File: src/design/meter_pkg.sv
// Purpose: shared constants and types of the panel meter control block
// Assumes: 100 MHz aclk, synchronous active-low reset
// Notes: count rates derive from the integration time and counts per phase
//
// Contract
// - result above 1999 counts blanks all digits; sign and decimal point stay lit
// - freeze line low keeps the last completed reading on the display
// - display_off line low turns the whole display off
// - segment_check low lights all 23 segments, reading 1888 with sign
// - conversions self-start at 2.5 complete conversions per second
// - input integration lasts 100 ms for 50/60 Hz rejection
// - six-phase dual-slope sequence with auto-zero, one result per cycle
// - polarity detected each conversion and shown as plus or minus sign
// - result is signed, up to 1999 counts: sign, half digit, three digits
// - conversion_done falls when a conversion completes
// - over_limit low while the latest result exceeds 1999, high otherwise
// - freeze also holds the parallel BCD latch
// - freeze/done and display_off/over_limit each share one open-drain line
`default_nettype none

package meter_pkg;
	// timebase
	localparam int CLK_PERIOD_NS = 10;
	localparam int INT_TIME_MS = 100;
	localparam int INT_TICKS = 1000;
	localparam int COUNT_TIME_NS = INT_TIME_MS * 1000000 / INT_TICKS;
	localparam int TICK_CYCLES_DEF = COUNT_TIME_NS / CLK_PERIOD_NS;
	localparam int CONV_PERIOD_MS = 400;
	localparam int CONV_TICKS = CONV_PERIOD_MS * INT_TICKS / INT_TIME_MS;
	localparam logic [11:0] CONV_LAST = 12'(CONV_TICKS - 1);
	localparam logic [11:0] INT_LAST = 12'(INT_TICKS - 1);
	localparam logic [3:0] BCD_NINE = 4'h9;
	localparam int HOLDOFF = 4;

	// register map
	localparam int ADDR_W = 8;
	localparam logic [7:0] REG_CTRL = 8'h00;
	localparam logic [7:0] REG_STATUS = 8'h04;
	localparam logic [7:0] REG_MASK = 8'h08;
	localparam logic [7:0] REG_RESULT = 8'h0C;
	localparam int CTRL_FREEZE_BIT = 0;
	localparam int CTRL_BLANK_BIT = 1;
	localparam int ST_DONE_BIT = 0;
	localparam int ST_OVER_BIT = 1;
	localparam logic [1:0] CTRL_RST = 2'h0;
	localparam logic [1:0] MASK_RST = 2'h0;
	localparam logic [1:0] STATUS_RST = 2'h0;
	localparam logic [1:0] RESP_OKAY = 2'h0;
	localparam logic [1:0] RESP_SLVERR = 2'h2;

	// pin synchroniser layout: {dp_sel_n[2:0], check_n, blank, freeze, cmp}
	localparam int SY_CMP = 0;
	localparam int SY_FREEZE = 1;
	localparam int SY_BLANK = 2;
	localparam int SY_CHECK = 3;
	localparam int SY_DP = 4;
	localparam logic [6:0] SYNC_RST = 7'h7E;

	// display
	localparam logic [22:0] SEG_ALL = 23'h7FFFFF;
	localparam logic [22:0] SEG_NONE = 23'h000000;

	typedef enum logic [5:0] {
		PH_ZERO = 6'h01,
		PH_INTEG = 6'h02,
		PH_POLAR = 6'h04,
		PH_DEINT = 6'h08,
		PH_SETTLE = 6'h10,
		PH_STORE = 6'h20
	} phase_e;

	typedef struct packed {
		logic over;
		logic neg;
		logic half;
		logic [3:0] d2;
		logic [3:0] d1;
		logic [3:0] d0;
	} reading_s;

	localparam reading_s READING_RST = 15'h0000;
endpackage

`default_nettype wire

File: src/design/panel_meter.sv
// Purpose: sequencer, display and control lines of a 3.5-digit meter
// Assumes: integrator comparator and control lines are asynchronous pins
// Notes: registers over AXI4-Lite; all pin outputs come from flip-flops
`default_nettype none

module panel_meter
	import meter_pkg::*;
#(
	parameter int TICK_CYCLES = TICK_CYCLES_DEF
) (
	input wire logic aclk,
	input wire logic aresetn,
	input wire logic [ADDR_W-1:0] s_axi_awaddr,
	input wire logic s_axi_awvalid,
	output logic s_axi_awready,
	input wire logic [31:0] s_axi_wdata,
	input wire logic [3:0] s_axi_wstrb,
	input wire logic s_axi_wvalid,
	output logic s_axi_wready,
	output logic [1:0] s_axi_bresp,
	output logic s_axi_bvalid,
	input wire logic s_axi_bready,
	input wire logic [ADDR_W-1:0] s_axi_araddr,
	input wire logic s_axi_arvalid,
	output logic s_axi_arready,
	output logic [31:0] s_axi_rdata,
	output logic [1:0] s_axi_rresp,
	output logic s_axi_rvalid,
	input wire logic s_axi_rready,
	input wire logic cmp_in,
	input wire logic freeze_line_in,
	output logic done_line_o,
	output logic done_line_oe,
	input wire logic blank_line_in,
	output logic over_line_o,
	output logic over_line_oe,
	input wire logic check_n,
	input wire logic [2:0] dp_sel_n,
	output logic sw_input,
	output logic sw_ref,
	output logic ref_neg,
	output logic sw_zero,
	output logic [22:0] seg,
	output logic sign_bar,
	output logic sign_vert,
	output logic [2:0] dp,
	output reading_s reading,
	output logic irq
);
	logic [6:0] pin_raw, s1_q, s2_q, s3_q, filt_q;
	logic [31:0] tick_cnt_q;
	logic tick;
	logic [11:0] period_q, cnt_q;
	phase_e phase_q, phase_d;
	logic pol_cmp_q, crossed, at_max, cnt_clear, cnt_inc;
	logic [3:0] dig_inc;
	logic [2:0] dig_carry;
	logic [3:0] dig [3];
	logic half_q, ovr_q;
	logic sw_input_q, sw_ref_q, sw_zero_q;
	reading_s disp_q, result;
	logic conv_done, done_oe_q, over_oe_q, line_low_q;
	logic [HOLDOFF-1:0] done_hist_q, over_hist_q;
	logic freeze_act, off_act, check_act;
	logic [2:0] dp_lit;
	logic [22:0] seg_q;
	logic sign_bar_q, sign_vert_q;
	logic [2:0] dp_q;
	logic [1:0] ctrl_q, mask_q, status_q, status_set, status_clr;
	logic irq_q;
	logic aw_got_q, w_got_q, awready_q, wready_q, bvalid_q;
	logic [ADDR_W-1:0] aw_addr_q;
	logic [31:0] wdata_q;
	logic [3:0] wstrb_q;
	logic [1:0] bresp_q, rresp_q, rd_resp;
	logic arready_q, rvalid_q, wr_go;
	logic [31:0] rdata_q, rd_data;

	// seven-segment pattern, bit order gfedcba
	function automatic logic [6:0] seg7(input logic [3:0] d);
		case (d)
		4'h0: seg7 = 7'h3F;
		4'h1: seg7 = 7'h06;
		4'h2: seg7 = 7'h5B;
		4'h3: seg7 = 7'h4F;
		4'h4: seg7 = 7'h66;
		4'h5: seg7 = 7'h6D;
		4'h6: seg7 = 7'h7D;
		4'h7: seg7 = 7'h07;
		4'h8: seg7 = 7'h7F;
		4'h9: seg7 = 7'h6F;
		default: seg7 = 7'h00;
		endcase
	endfunction

	// three-stage synchronisers; a level counts once stages two and three agree
	assign pin_raw = {dp_sel_n, check_n, blank_line_in, freeze_line_in, cmp_in};
	always_ff @(posedge aclk) begin
		if (!aresetn) begin
			s1_q <= SYNC_RST;
			s2_q <= SYNC_RST;
			s3_q <= SYNC_RST;
			filt_q <= SYNC_RST;
		end else begin
			s1_q <= pin_raw;
			s2_q <= s1_q;
			s3_q <= s2_q;
			filt_q <= (s2_q & s3_q) | (filt_q & (s2_q | s3_q));
		end
	end

	// count tick: one enable pulse per conversion count
	assign tick = (tick_cnt_q == 32'(TICK_CYCLES - 1));
	always_ff @(posedge aclk) begin
		if (!aresetn || tick) begin
			tick_cnt_q <= 32'h0;
		end else begin
			tick_cnt_q <= 32'(tick_cnt_q + 32'h1);
		end
	end

	// free-running conversion period, no external trigger
	always_ff @(posedge aclk) begin
		if (!aresetn) begin
			period_q <= 12'h000;
		end else if (tick) begin
			period_q <= (period_q == CONV_LAST) ? 12'h000 : 12'(period_q + 12'h1);
		end
	end

	// phase sequencer
	assign crossed = (filt_q[SY_CMP] != pol_cmp_q);
	assign at_max = half_q && dig[2] == BCD_NINE && dig[1] == BCD_NINE &&
		dig[0] == BCD_NINE;
	always_comb begin
		phase_d = phase_q;
		if (tick) begin
			case (phase_q)
			PH_ZERO: if (period_q == CONV_LAST) phase_d = PH_INTEG;
			PH_INTEG: if (cnt_q == INT_LAST) phase_d = PH_POLAR;
			PH_POLAR: phase_d = PH_DEINT;
			PH_DEINT: if (crossed || at_max) phase_d = PH_SETTLE;
			PH_SETTLE: phase_d = PH_STORE;
			PH_STORE: phase_d = PH_ZERO;
			default: phase_d = PH_ZERO;
			endcase
		end
	end

	always_ff @(posedge aclk) begin
		if (!aresetn) begin
			phase_q <= PH_ZERO;
		end else begin
			phase_q <= phase_d;
		end
	end

	// integration length counter
	always_ff @(posedge aclk) begin
		if (!aresetn) begin
			cnt_q <= 12'h000;
		end else if (tick) begin
			cnt_q <= (phase_q == PH_INTEG) ? 12'(cnt_q + 12'h1) : 12'h000;
		end
	end

	// analog switch controls follow the next phase
	always_ff @(posedge aclk) begin
		if (!aresetn) begin
			sw_input_q <= 1'b0;
			sw_ref_q <= 1'b0;
			sw_zero_q <= 1'b1;
		end else begin
			sw_input_q <= (phase_d == PH_INTEG);
			sw_ref_q <= (phase_d == PH_DEINT);
			sw_zero_q <= (phase_d == PH_ZERO) || (phase_d == PH_SETTLE);
		end
	end

	// polarity sampled at the end of integration
	always_ff @(posedge aclk) begin
		if (!aresetn) begin
			pol_cmp_q <= 1'b1;
		end else if (tick && phase_q == PH_POLAR) begin
			pol_cmp_q <= filt_q[SY_CMP];
		end
	end

	// de-integration counter in BCD, three decades and a half digit
	assign cnt_clear = tick && (phase_q == PH_POLAR);
	assign cnt_inc = tick && (phase_q == PH_DEINT) && !crossed && !at_max;
	assign dig_inc[0] = cnt_inc;
	for (genvar i = 0; i < 3; i++) begin : g_dec
		bcd_digit u_dig (
			.aclk(aclk),
			.aresetn(aresetn),
			.clear(cnt_clear),
			.inc(dig_inc[i]),
			.val(dig[i]),
			.carry(dig_carry[i])
		);
		assign dig_inc[i+1] = dig_carry[i];
	end

	// half digit and overrange flag
	always_ff @(posedge aclk) begin
		if (!aresetn || cnt_clear) begin
			half_q <= 1'b0;
			ovr_q <= 1'b0;
		end else begin
			if (dig_inc[3]) begin
				half_q <= 1'b1;
			end
			if (tick && phase_q == PH_DEINT && at_max && !crossed) begin
				ovr_q <= 1'b1;
			end
		end
	end

	// completed result and latch, held while frozen
	assign conv_done = tick && (phase_q == PH_STORE);
	assign result = '{over: ovr_q, neg: !pol_cmp_q, half: half_q,
		d2: dig[2], d1: dig[1], d0: dig[0]};
	always_ff @(posedge aclk) begin
		if (!aresetn) begin
			disp_q <= READING_RST;
		end else if (conv_done && !freeze_act) begin
			disp_q <= result;
		end
	end

	// open-drain control lines and their own-drive holdoff
	always_ff @(posedge aclk) begin
		if (!aresetn) begin
			done_oe_q <= 1'b0;
			over_oe_q <= 1'b0;
			line_low_q <= 1'b0;
			done_hist_q <= '0;
			over_hist_q <= '0;
		end else begin
			if (tick) begin
				done_oe_q <= (phase_q == PH_STORE);
			end
			if (conv_done) begin
				over_oe_q <= ovr_q;
			end
			line_low_q <= 1'b0;
			done_hist_q <= {done_hist_q[HOLDOFF-2:0], done_oe_q};
			over_hist_q <= {over_hist_q[HOLDOFF-2:0], over_oe_q};
		end
	end

	// a line counts as pulled by the outside only while we release it
	assign freeze_act = (!filt_q[SY_FREEZE] && !done_oe_q && !(|done_hist_q)) ||
		ctrl_q[CTRL_FREEZE_BIT];
	assign off_act = (!filt_q[SY_BLANK] && !over_oe_q && !(|over_hist_q)) ||
		ctrl_q[CTRL_BLANK_BIT];
	assign check_act = !filt_q[SY_CHECK];
	assign dp_lit = ~filt_q[SY_DP+:3];

	// display drive: off, then test, then overrange, then data
	always_ff @(posedge aclk) begin
		if (!aresetn) begin
			seg_q <= SEG_NONE;
			sign_bar_q <= 1'b0;
			sign_vert_q <= 1'b0;
			dp_q <= 3'h0;
		end else if (off_act) begin
			seg_q <= SEG_NONE;
			sign_bar_q <= 1'b0;
			sign_vert_q <= 1'b0;
			dp_q <= 3'h0;
		end else if (check_act) begin
			seg_q <= SEG_ALL;
			sign_bar_q <= 1'b1;
			sign_vert_q <= 1'b1;
			dp_q <= dp_lit;
		end else begin
			sign_bar_q <= 1'b1;
			sign_vert_q <= !disp_q.neg;
			dp_q <= dp_lit;
			if (disp_q.over) begin
				seg_q <= SEG_NONE;
			end else begin
				seg_q <= {{2{disp_q.half}}, seg7(disp_q.d2), seg7(disp_q.d1),
					seg7(disp_q.d0)};
			end
		end
	end

	// sticky status, set wins over a write-one clear
	assign status_set = {conv_done && ovr_q, conv_done};
	always_ff @(posedge aclk) begin
		if (!aresetn) begin
			status_q <= STATUS_RST;
			irq_q <= 1'b0;
		end else begin
			status_q <= (status_q & ~status_clr) | status_set;
			irq_q <= |(status_q & mask_q);
		end
	end

	// write channel acceptance
	assign wr_go = aw_got_q && w_got_q && !bvalid_q;
	always_ff @(posedge aclk) begin
		if (!aresetn) begin
			aw_got_q <= 1'b0;
			w_got_q <= 1'b0;
			awready_q <= 1'b0;
			wready_q <= 1'b0;
			aw_addr_q <= '0;
			wdata_q <= 32'h0;
			wstrb_q <= 4'h0;
		end else begin
			if (s_axi_awvalid && awready_q) begin
				aw_got_q <= 1'b1;
				aw_addr_q <= s_axi_awaddr;
				awready_q <= 1'b0;
			end else if (wr_go) begin
				aw_got_q <= 1'b0;
			end else if (!aw_got_q && !bvalid_q) begin
				awready_q <= 1'b1;
			end
			if (s_axi_wvalid && wready_q) begin
				w_got_q <= 1'b1;
				wdata_q <= s_axi_wdata;
				wstrb_q <= s_axi_wstrb;
				wready_q <= 1'b0;
			end else if (wr_go) begin
				w_got_q <= 1'b0;
			end else if (!w_got_q && !bvalid_q) begin
				wready_q <= 1'b1;
			end
		end
	end

	// register writes and write response
	assign status_clr = (wr_go && aw_addr_q == REG_STATUS && wstrb_q[0]) ?
		wdata_q[1:0] : 2'h0;
	always_ff @(posedge aclk) begin
		if (!aresetn) begin
			ctrl_q <= CTRL_RST;
			mask_q <= MASK_RST;
			bvalid_q <= 1'b0;
			bresp_q <= RESP_OKAY;
		end else if (wr_go) begin
			bvalid_q <= 1'b1;
			bresp_q <= RESP_OKAY;
			case (aw_addr_q)
			REG_CTRL: if (wstrb_q[0]) ctrl_q <= wdata_q[1:0];
			REG_MASK: if (wstrb_q[0]) mask_q <= wdata_q[1:0];
			REG_STATUS, REG_RESULT: ;
			default: bresp_q <= RESP_SLVERR;
			endcase
		end else if (bvalid_q && s_axi_bready) begin
			bvalid_q <= 1'b0;
		end
	end

	// read decode
	always_comb begin
		rd_data = 32'h0;
		rd_resp = RESP_OKAY;
		case (s_axi_araddr)
		REG_CTRL: rd_data = 32'(ctrl_q);
		REG_STATUS: rd_data = 32'(status_q);
		REG_MASK: rd_data = 32'(mask_q);
		REG_RESULT: rd_data = {10'h000, phase_q, 1'b0, disp_q};
		default: rd_resp = RESP_SLVERR;
		endcase
	end

	// read channel, answer one cycle after address
	always_ff @(posedge aclk) begin
		if (!aresetn) begin
			arready_q <= 1'b0;
			rvalid_q <= 1'b0;
			rdata_q <= 32'h0;
			rresp_q <= RESP_OKAY;
		end else if (s_axi_arvalid && arready_q) begin
			arready_q <= 1'b0;
			rvalid_q <= 1'b1;
			rdata_q <= rd_data;
			rresp_q <= rd_resp;
		end else if (rvalid_q && s_axi_rready) begin
			rvalid_q <= 1'b0;
		end else if (!rvalid_q) begin
			arready_q <= 1'b1;
		end
	end

	// outputs straight from flip-flops
	assign s_axi_awready = awready_q;
	assign s_axi_wready = wready_q;
	assign s_axi_bvalid = bvalid_q;
	assign s_axi_bresp = bresp_q;
	assign s_axi_arready = arready_q;
	assign s_axi_rvalid = rvalid_q;
	assign s_axi_rdata = rdata_q;
	assign s_axi_rresp = rresp_q;
	assign done_line_o = line_low_q;
	assign done_line_oe = done_oe_q;
	assign over_line_o = line_low_q;
	assign over_line_oe = over_oe_q;
	assign sw_input = sw_input_q;
	assign sw_ref = sw_ref_q;
	assign ref_neg = pol_cmp_q;
	assign sw_zero = sw_zero_q;
	assign seg = seg_q;
	assign sign_bar = sign_bar_q;
	assign sign_vert = sign_vert_q;
	assign dp = dp_q;
	assign reading = disp_q;
	assign irq = irq_q;

	// helper counters for timing checks
	logic [31:0] integ_len_q, conv_len_q;
	logic seen_q;
	always_ff @(posedge aclk) begin
		if (!aresetn) begin
			integ_len_q <= 32'h0;
			conv_len_q <= 32'h0;
			seen_q <= 1'b0;
		end else begin
			integ_len_q <= (phase_q == PH_INTEG) ? 32'(integ_len_q + 32'h1) : 32'h0;
			if (phase_q == PH_ZERO && phase_d == PH_INTEG) begin
				conv_len_q <= 32'h0;
				seen_q <= 1'b1;
			end else begin
				conv_len_q <= 32'(conv_len_q + 32'h1);
			end
		end
	end

	a_integ_length: assert property (@(posedge aclk) disable iff (!aresetn)
		(phase_q == PH_INTEG && phase_d != PH_INTEG) |->
		integ_len_q == 32'(INT_TICKS * TICK_CYCLES - 1))
		else $error("integration phase length wrong");
	a_conv_period: assert property (@(posedge aclk) disable iff (!aresetn)
		(phase_q == PH_ZERO && phase_d == PH_INTEG && seen_q) |->
		conv_len_q == 32'(CONV_TICKS * TICK_CYCLES - 1))
		else $error("conversion period wrong");
	a_phase_onehot: assert property (@(posedge aclk) disable iff (!aresetn)
		$onehot(phase_q) and (conv_done |=> phase_q == PH_ZERO))
		else $error("phase sequence broken");
	a_ovr_blank: assert property (@(posedge aclk) disable iff (!aresetn)
		(!off_act && !check_act && disp_q.over) |=>
		(seg_q == SEG_NONE && sign_bar_q && dp_q == $past(dp_lit)))
		else $error("overrange display wrong");
	a_freeze_hold: assert property (@(posedge aclk) disable iff (!aresetn)
		freeze_act |=> $stable(disp_q))
		else $error("reading changed while frozen");
	a_blank_all: assert property (@(posedge aclk) disable iff (!aresetn)
		off_act |=> (seg_q == SEG_NONE && !sign_bar_q && !sign_vert_q && dp_q == 3'h0))
		else $error("display not blanked");
	a_check_all: assert property (@(posedge aclk) disable iff (!aresetn)
		(!off_act && check_act) |=> (seg_q == SEG_ALL && sign_bar_q && sign_vert_q))
		else $error("segment test pattern wrong");
	a_sign_track: assert property (@(posedge aclk) disable iff (!aresetn)
		(conv_done && !freeze_act) |=> ##1 (!off_act && !check_act) |->
		(disp_q.neg == !pol_cmp_q) && (sign_vert_q == pol_cmp_q))
		else $error("polarity sign mismatch");
	a_bcd_range: assert property (@(posedge aclk) disable iff (!aresetn)
		disp_q.d2 <= BCD_NINE && disp_q.d1 <= BCD_NINE && disp_q.d0 <= BCD_NINE)
		else $error("display digit out of range");
	a_done_pulse: assert property (@(posedge aclk) disable iff (!aresetn)
		conv_done |=> done_oe_q ##1 done_oe_q)
		else $error("completion pulse missing");
	a_over_line: assert property (@(posedge aclk) disable iff (!aresetn)
		conv_done |=> (over_oe_q == $past(ovr_q)) && !over_line_o)
		else $error("over_limit line wrong");
endmodule

`default_nettype wire

File: src/design/bcd_digit.sv
// Purpose: one decade of the de-integration counter
// Assumes: clear and inc are one-cycle enables on aclk
// Notes: carry is combinational so decades ripple in one cycle
`default_nettype none

module bcd_digit
	import meter_pkg::*;
(
	input wire logic aclk,
	input wire logic aresetn,
	input wire logic clear,
	input wire logic inc,
	output logic [3:0] val,
	output logic carry
);
	logic [3:0] val_q;

	// decade counter, wraps from nine to zero
	always_ff @(posedge aclk) begin
		if (!aresetn) begin
			val_q <= 4'h0;
		end else if (clear) begin
			val_q <= 4'h0;
		end else if (inc) begin
			val_q <= (val_q == BCD_NINE) ? 4'h0 : 4'(val_q + 4'h1);
		end
	end

	assign val = val_q;
	assign carry = inc && (val_q == BCD_NINE);
endmodule

`default_nettype wire

File: config.mk
export PLATFORM = sky130hd
export DESIGN_NAME = panel_meter
export DESIGN_NICKNAME = d
export VERILOG_FILES = /design/src/design/meter_pkg.sv /design/src/design/panel_meter.sv /design/src/design/bcd_digit.sv
export SDC_FILE = /design/constraint.sdc
export NUM_CORES = 1
export LEC_CHECK = 0
export BUFFER_PORTS_ARGS = -buffer_cell sky130_fd_sc_hd__buf_2
export CAP_MARGIN = 25
export CORE_MARGIN = 2
export CORE_UTILIZATION = 25
export CTS_CLUSTER_SIZE = 12
export DETAILED_ROUTE_END_ITERATION = 10
export PLACE_DENSITY_LB_ADDON = 0.08
export SKIP_LAST_GASP = 1
export SLEW_MARGIN = 5
export SYNTH_ARGS = -nofsm -noshare
export SYNTH_HDL_FRONTEND = slang
export SYNTH_HIERARCHICAL = 1
export SYNTH_SLANG_ARGS = --single-unit
File: constraint.sdc
create_clock -name aclk -period 3.45 [get_ports aclk]
set_input_delay 0.5175 -clock aclk [delete_from_list [all_inputs] [get_ports aclk]]
set_output_delay 0.5175 -clock aclk [all_outputs]
set_load 0.05 [all_outputs]
== Yosys cells after proc, flatten, opt, wreduce, memory -nomap -nowiden ==
Memory sizes are Yosys's and may differ from the RTL's. A register that Yosys moved wholly into a read port is not among the register bits.
Cells that the tools add are included.

* Flip-flop bits (word level): 222
* ROM bits: 336
* Input bits: 66
* Output and inout bits: 93
* Logic and storage cells: 196
* Memories kept: 3

* Add/sub/neg operators: 6
* Eq/ne operators: 23
* Multiplexer cells: 31
* Bitwise operators: 13
* Reductions and logical operators: 72

{| class="wikitable"
|+ Memory list
! name !! depth !! bits a word !! read ports !! clocked after memory_dff !! wr ports !! RTL line !! source
|-
| (no name shown) || 16 || 7 || 1 || 1 || 0 || panel_meter.sv:81 || <nowiki>case (d)</nowiki>
|-
| (no name shown) || 16 || 7 || 1 || 1 || 0 || panel_meter.sv:81 ||
|-
| (no name shown) || 16 || 7 || 1 || 1 || 0 || panel_meter.sv:81 ||
|}

{| class="wikitable"
|+ Operators by type and width
! cell !! count
|-
| case mux 22 bit (4 select lines) || 1
|-
| two-way mux 23 bit || 2
|-
| two-way mux 4 bit || 9
|-
| adder 32 x 1 -> 32 bit, second input constant || 1
|-
| == test 32 x 14 -> 1 bit, second input constant || 1
|-
| == test 8 x 4 -> 1 bit, second input constant || 4
|-
| logical AND 1 bit || 30
|-
| case mux 6 bit (5 select lines) || 1
|-
| adder 12 x 1 -> 12 bit, second input constant || 2
|-
| two-way mux 12 bit || 2
|-
| two-way mux 6 bit || 4
|-
| == test 8 x 3 -> 1 bit, second input constant || 2
|-
| logical NOT 8 bit || 2
|-
| OR reduction 4 bit || 4
|-
| logical NOT 1 bit || 15
|-
| bitwise AND 7 bit || 2
|-
| OR 7 bit || 2
|-
| adder 4 x 1 -> 4 bit, second input constant || 3
|-
| == test 12 x 10 -> 1 bit, second input constant || 1
|-
| == test 12 bit, second input constant || 1
|-
| == test 4 bit, second input constant || 3
|-
| == test 6 x 1 -> 1 bit, second input constant || 2
|-
| == test 6 x 2 -> 1 bit, second input constant || 2
|-
| == test 6 x 4 -> 1 bit, second input constant || 2
|-
| 16 further kinds || 47
|}

== Logic depth before layout (Yosys ltp) ==
Gate-level depths: netlist of the first run.

* Word-level depth: 10
* Mapped depth: 15
* Depth with buffers taken out: 13

== By module ==
The synthesis of the first run kept the hierarchy.

{| class="wikitable"
|+ Modules (own cells, without submodules)
! module !! instances !! cells each !! area each (um^2)
|-
| panel_meter || 1 || 966 || 9001.1
|-
| bcd_digit || 3 || 21 || 187.7
|}

== Least setup slack after synthesis of the first run ==
Ideal clock, no wire load.

* Path kind: reg-to-reg
* Start: register phase_q[2]
* End: register g_dec[2].u_dig.val_q[1]
* Library setup time: 66 ps
* Arrival: 3342 ps
* Setup slack: 42 ps
* Stages on the path, launching flop included: 13
* Buffers on the path: 1
* Cells stage by stage: dfxtp_1 -> clkbuf_1 -> or4_1 -> nor4_1 -> nor2b_1 -> nor2b_1 -> nand2_2 -> nor3b_1 -> nand2_2 -> nor3b_1 -> nand2_2 -> or3_1 -> a21oi_2

* Cells in the longest elaborated chain, start to end: 6

{| class="wikitable"
|+ RTL lines
! element !! RTL line !! source
|-
| start, declared || panel_meter.sv:54 || <nowiki>phase_e phase_q, phase_d;</nowiki>
|-
| start signal, assigned || panel_meter.sv:154 || <nowiki>phase_q <= phase_d;</nowiki>
|-
| == test 6 x 4 -> 1 bit || panel_meter.sv:191 || <nowiki>assign cnt_inc = tick && (phase_q == PH_DEINT) && !crossed && !at_max;</nowiki>
|-
| logical AND 1 bit (3 in a row) || panel_meter.sv:191 ||
|-
| named net cnt_inc || panel_meter.sv:55 || <nowiki>logic pol_cmp_q, crossed, at_max, cnt_clear, cnt_inc;</nowiki>
|-
| logical AND 1 bit || bcd_digit.sv:30 || <nowiki>assign carry = inc && (val_q == BCD_NINE);</nowiki>
|-
| named net dig_carry[0] || panel_meter.sv:57 || <nowiki>logic [2:0] dig_carry;</nowiki>
|-
| logical AND 1 bit || bcd_digit.sv:30 ||
|-
| named net dig_carry[1] || panel_meter.sv:57 ||
|-
| end signal, assigned || bcd_digit.sv:25 || <nowiki>val_q <= (val_q == BCD_NINE) ? 4'h0 : 4'(val_q + 4'h1);</nowiki>
|-
| end, declared || bcd_digit.sv:16 || <nowiki>logic [3:0] val_q;</nowiki>
|}

The timed path passes the listed nets, and every way through them passes these cells.
A chain may end at the register's enable or synchronous reset.

== Worst setup path after layout of the first run ==
* Start: register phase_q[4]
* End: register g_dec[2].u_dig.val_q[1]

The elaborated chain is that of the path after synthesis.

==> results of run 1 <==
## synth_stat cells (all sizes together) (13+ instances only)
library cell  number  area [um^2]
nand2            101          387
a22o              19          166
and2              19          119
nor3              13         70.1
nor2              81          304
nor4              20          159
nand3             37          185
nand4             20          131
clkbuf            27          101
nor3b             15          128
dfxtp            229         4580
xor2              39          342
a21oi             43          226
ha                21          263
buf               32          215
nor2b             25          156
inv               27          101
nand2b            49          307
a21boi            47          368
o21ai             39          203
xnor2             24          210
## logic make-up (layout without fill, tap and decap cells)
kind of cell	Yosys count	count (layout)
other cells	1	15
flops	229	229
fa+ha+maj	21	21
simple gates	438	438
mux	8	8
compound gates	183	183
buf+inv	86	226
xor+xnor	63	63
## routing by layer
metal	vias to the layer above	part of all wire	track usage
met4	0	0.028	0.0362
met2	98	0.45	0.196
li1	3801	-	-
met3	42	0.041	0.0243
met1	3375	0.48	0.161
met5	-	0	0
## sequential cells by signal, summed over array words and instances (netlist names), 2 cells and up, named ones only
name / flops
s3_q: 7
ctrl_q: 2
phase_q: 6
s_axi_rdata: 21
tick_cnt_q: 32
period_q: 12
s1_q: 7
dp: 3
aw_addr_q: 8
g_dec.u_dig/val: 12
reading: 15
over_hist_q: 4
mask_q: 2
seg: 22
status_q: 2
s2_q: 7
wdata_q: 2
cnt_q: 12
done_hist_q: 4
filt_q: 7
## worst reg2reg max path, delay by kind of cell (launching register included)
kind,cells,cell delay [ns]
flip-flops,1,0.31
buffers and inverters,1,0.17
AND/OR/NAND/NOR,10,2.50
AO/OA/AOI/OAI,1,0.11
## per-stage QoR
step,power (mW),hold WS (ns)
after floorplan,2.96,0.386
after global placement,3.03,0.390
after detailed placement,3.03,0.397
after CTS,6.25,0.129
after global routing,6.38,0.140
final,6.13,0.158
## final timing paths
check / start / end / slack (ns) / cells past startpoint
max: phase_q[4] / g_dec[2].u_dig/val[1] / 0.28 / 12
min: check_n / s1_q[3] / 0.16 / 2
max reg2reg: phase_q[4] / g_dec[2].u_dig/val[1] / 0.28 / 12
min reg2reg: s1_q[6] / s2_q[6] / 0.41 / 1
## power by group
group / internal (mW) / switching, mW / leakage [nW] / total [mW]
logic: 0.0668 / 0.187 / 2.30 / 0.254
clock network: 2.01 / 1.15 / 0.505 / 3.17
registers: 2.69 / 0.0243 / 1.86 / 2.71
## cell type report
cell class,count,area (um^2),share of cell area
Multi-Input combinational cell,728,4660,0.394
Sequential cell,229,4580,0.387
Clock buffer,40,857,0.0724
Timing Repair Buffer,148,838,0.0708
Tap cell,511,639,0.0540
Clock inverter,11,158,0.0133
Inverter,27,101,0.00856
==> results.json, run 1 <==
{
  "run_status": "finished clean",
  "h-tree-depth": 1,
  "finish.net_count": 1249,
  "routed-via-count": 7316,
  "netlist_area_um2": 9560,
  "avgViaCountPerCell": 4.32,
  "max_slew.worst_pin.slew_ns": 1.02,
  "share_of_synthesized_cell_area_in_full_adder_half_adder_and_majority_cells": 0.0275,
  "yosys-mux-area-fraction": 0.0110,
  "layout_min_cycle_time_ns": 3.17,
  "final_cell_mix": "229 x sky130_fd_sc_hd__dfxtp_1, 109 x sky130_fd_sc_hd__buf_2, 98 x sky130_fd_sc_hd__nand2_1",
  "clk_pin_slew_worst_paths_ns": 0.06,
  "finalCritPeriodShare": 0.918,
  "clock-skew-final_ns": 0.0149,
  "fin_cells": 1694,
  "clockRootBuffer": "sky130_fd_sc_hd__clkbuf_16",
  "die_area_um2": 39800,
  "cts_setup_buffers": 0,
  "ys_types": 64,
  "cell_type_of_the_slowest_stage_on_the_worst_timing_path": "sky130_fd_sc_hd__or4_1",
  "grt-ovfl-total": 0,
  "max_cap_viol_count": 0,
  "worst_slack_ns": 0.284,
  "commonest_non_fill_non_tap_cell_in_the_layout": "sky130_fd_sc_hd__dfxtp_1",
  "antenna_violating_nets_post_route": 0,
  "kind_of_critical_path": "reg -> reg",
  "ys_seq_elements": 229,
  "cpMostUsedCell": "sky130_fd_sc_hd__nand2_2",
  "crit_buf_inv": 1,
  "areaGrowthSynthToFinish_pct": 23.8,
  "synth_area_per_cell_um2": 9.29,
  "count_of_flip_flops_with_a_built_in_enable_after_synthesis": 0,
  "critical_path.max_fanout": 4,
  "gp_routability_congestion": 0.746,
  "grt_max_degree": 43,
  "die_x_um": 200,
  "post-route-util": 0.314,
  "first_global_vias": 7090,
  "diodes_inserted": 0,
  "floorplan.io_pins": 159,
  "detailedPlacementHpwl_um": 17000,
  "report.final.slew_viol_count": 0,
  "worstSetupStartpointType": "flop",
  "max_clock_freq_mhz": 316,
  "portBuffers": 110,
  "tritoncts": "yes",
  "yosysSeqAreaShare": 0.479,
  "simple_gate_fraction_of_synth_area": 0.251,
  "drive_gt1_frac": 0.194,
  "synth_cells": 1029,
  "timing.hold.worst.class": "in -> reg",
  "timing.critical_path.max_delay_family": "simple AND/OR/NAND/NOR gates",
  "cpPeakStageDelay_ns": 0.56,
  "fin_setup_tns_ns": 0,
  "post_cts_hold_buffer_count": 0,
  "finalSetupViolCount": 0,
  "rsz_0062_raised_after_global_routing": "no",
  "synth_compound_area_frac": 0.129,
  "xor_and_xnor_fraction_of_the_mapped_netlist_area": 0.0577,
  "placement.cell_area_um2": 10800,
  "finish.instance_area_um2": 11800,
  "first_iter_violations": 222,
  "layout.filler_cells": 4008,
  "cts_buffer_depth": 3,
  "worst_setup_path_end_kind": "flop",
  "hold_viol_final": 0,
  "ys.warnings.count": 6,
  "worst_slew_margin_rel": 0.316,
  "drt_first_pass_iters": 6,
  "routed_wire_length_per_instance_um": 14.1,
  "tritoncts_num_sinks": 229,
  "total_wire_length_after_detailed_routing_um": 24000,
  "remaining_drc_errors": 0,
  "floorplan.initialDensity": 0.254,
  "placed_cells_incl_taps": 1643,
  "arrival_ns": 3.65,
  "synth_top_family_by_area": "simple AND/OR/NAND/NOR gates",
  "die_h_um": 200,
  "placement_rows": 71,
  "worst_skew_pair.late_latency_ns": 0.55,
  "peakVddDrop_v": 0.000316,
  "static-leakage-power_nw": 4.66,
  "placement.setup.worst_slack_ns": 0.202,
  "cts_made_buffers": 28,
  "wire_length_of_the_first_global_routing_pass_um": 38400,
  "cts_repair_resize_count": 0,
  "ys_flop_type": "sky130_fd_sc_hd__dfxtp_1",
  "cp_cell_sequence": "or4_1 -> nor4_2 -> nor2b_1 -> nor2b_2 -> nand2_2 -> nor3b_1 -> nand2_2 -> nor3b_1 -> buf_4 -> nand2_2 -> or3_1 -> a21oi_2",
  "synthArstFlopShare": 0,
  "power.density_nw_per_um2": 518,
  "global_route.usage.total": 0.121,
  "coreArea_um2": 37700,
  "initial_antenna_violation_count": 0,
  "cp.required_ns": 3.93
}
(Power assumes the default switching activity.)
==> run 2, diff against run 1 <==
--- a/config.mk
+++ b/config.mk
@@ -16,5 +16,4 @@
 export SLEW_MARGIN = 5
 export SYNTH_ARGS = -nofsm -noshare
 export SYNTH_HDL_FRONTEND = slang
-export SYNTH_HIERARCHICAL = 1
 export SYNTH_SLANG_ARGS = --single-unit
==> run 2 against run 1 <==
Against the previous run: critical endpoint is now sw_zero; worst setup slack improved by 0.18 ns; largest cell class is now sequential cells; flip-flop and latch count unchanged; clock-buffer cell count up 3.
==> results.json, run 2 <==
{
  "count_of_flip_flops_with_a_built_in_enable_after_synthesis": 0,
  "critical_path.max_fanout": 29,
  "ys_seq_elements": 229,
  "total_wire_length_after_detailed_routing_um": 25500,
  "commonest_non_fill_non_tap_cell_in_the_layout": "sky130_fd_sc_hd__dfxtp_1",
  "largest-register": "tick_cnt_q",
  "cell_type_of_the_slowest_stage_on_the_worst_timing_path": "sky130_fd_sc_hd__or3_4",
  "clockRootBuffer": "sky130_fd_sc_hd__clkbuf_16",
  "initial_antenna_violation_count": 0,
  "p_total_mw": 5.95,
  "post_cts_hold_buffer_count": 0,
  "run_status": "finished clean",
  "cts_buffer_depth": 3,
  "timing.hold.worst.class": "in -> reg",
  "crit_path_start": "tick_cnt_q[0]",
  "clock-skew-final_ns": 0.0157,
  "wire_length_of_the_first_global_routing_pass_um": 41300,
  "remaining_drc_errors": 0,
  "multi_input_comb_area_um2": 4560,
  "rsz_0062_raised_after_global_routing": "no",
  "max_cap_viol_count": 0,
  "peakVddDrop_v": 0.000280,
  "timing.hold.ws_ns": 0.156,
  "worst_slack_ns": 0.468,
  "cts_made_buffers": 28,
  "cts_setup_buffers": 0,
  "netlist_area_um2": 9600,
  "first_iter_violations": 307,
  "static-leakage-power_nw": 4.62,
  "gp_routability_congestion": 0.748,
  "floorplan.io_pins": 159,
  "cp.depth": 8,
  "r2r_slack_ns": 0.47,
  "finish.net_count": 1254,
  "routed-via-count": 7705,
  "synthArstFlopShare": 0,
  "ys.warnings.count": 0,
  "synth.most_common_cell": "sky130_fd_sc_hd__dfxtp_1",
  "drive_gt1_frac": 0.162,
  "areaGrowthSynthToFinish_pct": 21.1,
  "portBuffers": 110,
  "synth_commonest_cells": "229 x sky130_fd_sc_hd__dfxtp_1, 125 x sky130_fd_sc_hd__nor2_1, 83 x sky130_fd_sc_hd__a21oi_1",
  "cp_cell_sequence": "ha_1 -> and3_1 -> nand4_1 -> or3_4 -> buf_4 -> a2111oi_1 -> o32ai_1 -> a211oi_1",
  "routed_wire_length_per_instance_um": 15.0,
  "reg2reg_path_depth": 8,
  "tritoncts_num_sinks": 229,
  "placement.setup.worst_slack_ns": 0.536,
  "synth.top_cells.by_area": "sky130_fd_sc_hd__dfxtp_1 48%, sky130_fd_sc_hd__nor2_1 4.9%, sky130_fd_sc_hd__a21oi_1 4.3%",
  "ys_types": 67,
  "kind_of_critical_path": "reg -> reg",
  "report.final.slew_viol_count": 0,
  "die_x_um": 200,
  "max_clock_freq_mhz": 335,
  "synth_cells": 1070,
  "fin_setup_tns_ns": 0,
  "grt-ovfl-total": 0,
  "regArea_um2": 4580,
  "hold_viol_final": 0,
  "met3RoutedLength_um": 874,
  "critPathCapture": "sw_zero",
  "h-tree-depth": 1,
  "drt_first_pass_iters": 4,
  "floorplan.initialDensity": 0.254,
  "tritoncts": "yes",
  "synth_area_per_cell_um2": 8.97,
  "layout.filler_cells": 3972,
  "worst_slew_margin_rel": 0.370,
  "antenna_violating_nets_post_route": 0,
  "regToRegStartpoint": "tick_cnt_q[0]",
  "grt_max_degree": 75,
  "crit_buf_inv": 1,
  "synth_top_area_share": 0.478,
  "yosysSeqAreaShare": 0.478,
  "clk_pin_slew_worst_paths_ns": 0.06,
  "cp.required_ns": 3.90,
  "layout_min_cycle_time_ns": 2.98,
  "detail_route.wirelength.met1_um": 12800,
  "global_route.usage.total": 0.129,
  "reg2reg_to": "sw_zero",
  "finalSetupViolCount": 0,
  "detailroute.wirelength.met2_um": 11300,
  "highest_layer": "met4",
  "worst_setup_path_end_kind": "flop",
  "power.density_nw_per_um2": 512,
  "worst_skew_pair.late_latency_ns": 0.55,
  "arrival_ns": 3.43,
  "yosys_top_cell_by_area": "sky130_fd_sc_hd__dfxtp_1",
  "final_cell_mix": "229 x sky130_fd_sc_hd__dfxtp_1, 125 x sky130_fd_sc_hd__nor2_1, 110 x sky130_fd_sc_hd__buf_2",
  "placement_rows": 71,
  "ys_flop_type": "sky130_fd_sc_hd__dfxtp_1",
  "cpPeakStageDelay_ns": 0.58,
  "max_slew.worst_pin.slew_ns": 0.944,
  "number_of_flip_flops_under_the_largest_register_name": 32,
  "first_global_vias": 7472,
  "worstSetupStartpointType": "flop",
  "coreArea_um2": 37800,
  "timing.critical_path.max_delay_family": "simple AND/OR/NAND/NOR gates",
  "die_area_um2": 40000,
  "finalCritPeriodShare": 0.864,
  "cts_repair_resize_count": 0,
  "finish.instance_area_um2": 11600,
  "diodes_inserted": 0,
  "die_h_um": 200,
  "detailedPlacementHpwl_um": 17600,
  "avgViaCountPerCell": 4.53,
  "placement.cell_area_um2": 10600
}
## run 2: cell count changes after synthesis, moves of 11 or more
cell                       delta
sky130_fd_sc_hd__nor3b_1     -11
sky130_fd_sc_hd__nand3_1     +13
sky130_fd_sc_hd__nor2b_1     -20
sky130_fd_sc_hd__nor2_1      +44
sky130_fd_sc_hd__a21boi_0    -35
sky130_fd_sc_hd__a21oi_1     +43
sky130_fd_sc_hd__nand2_1     -32
sky130_fd_sc_hd__nand4_1     +15
## run 2: worst min path at each step
stage | cells after the start | startpoint | to
final | 2 | dp_sel_n[2] | s1_q[6]
after global routing | 2 | dp_sel_n[1] | s1_q[5]
after CTS | 2 | check_n | s1_q[3]
after detailed placement | 1 | s1_q[3] | s2_q[3]
after global placement | 1 | s1_q[6] | s2_q[6]
after floorplan | 1 | s1_q[1] | s2_q[1]
## run 2: through the flow
stage / util / cells
after global placement: 0.282 / 1647
after detailed placement: 0.282 / 1647
final: 0.308 / 1700
after global routing: 0.308 / 1700
after floorplan: - / 1084
after CTS: 0.307 / 1699
## run 2: area by class of cell
class | count | share of cell area
Clock buffer | 43 | 0.0730
Sequential cell | 229 | 0.395
Multi-Input combinational cell | 747 | 0.393
Timing Repair Buffer | 135 | 0.0674
Inverter | 26 | 0.00840
Tap cell | 511 | 0.0550
Clock inverter | 9 | 0.00894
## run 2: routing by layer
layer,vias to the layer above,GRT usage
met3,36,0.0192
li1,3925,-
met5,-,0
met1,3643,0.179
met2,101,0.208
met4,0,0.0376
## run 2: cells by family after synthesis
group,after synthesis,share of synthesized area
and+or+nand+nor,431,0.232
AOI/OAI and AO/OA,201,0.132
buffers and inverters,108,0.0538
muxes,15,0.0183
other,1,0.000391
xor gates and xnor gates,64,0.0584
DFF,229,0.478
adders and majority gates,21,0.0274
## run 2: worst reg2reg max path: cells and delay by family (launching register included)
kind | cells | cell delay [ns]
AO/OA/AOI/OAI | 3 | 0.90
flip-flops | 1 | 0.36
AND/OR/NAND/NOR | 3 | 1.14
adder cells (fa/ha/maj) | 1 | 0.19
buffers and inverters | 1 | 0.29
## run 2: power breakdown
part           internal [mW]  switching [mW]
Clock                   1.84            1.14
Sequential              2.69          0.0266
Combinational         0.0609           0.197
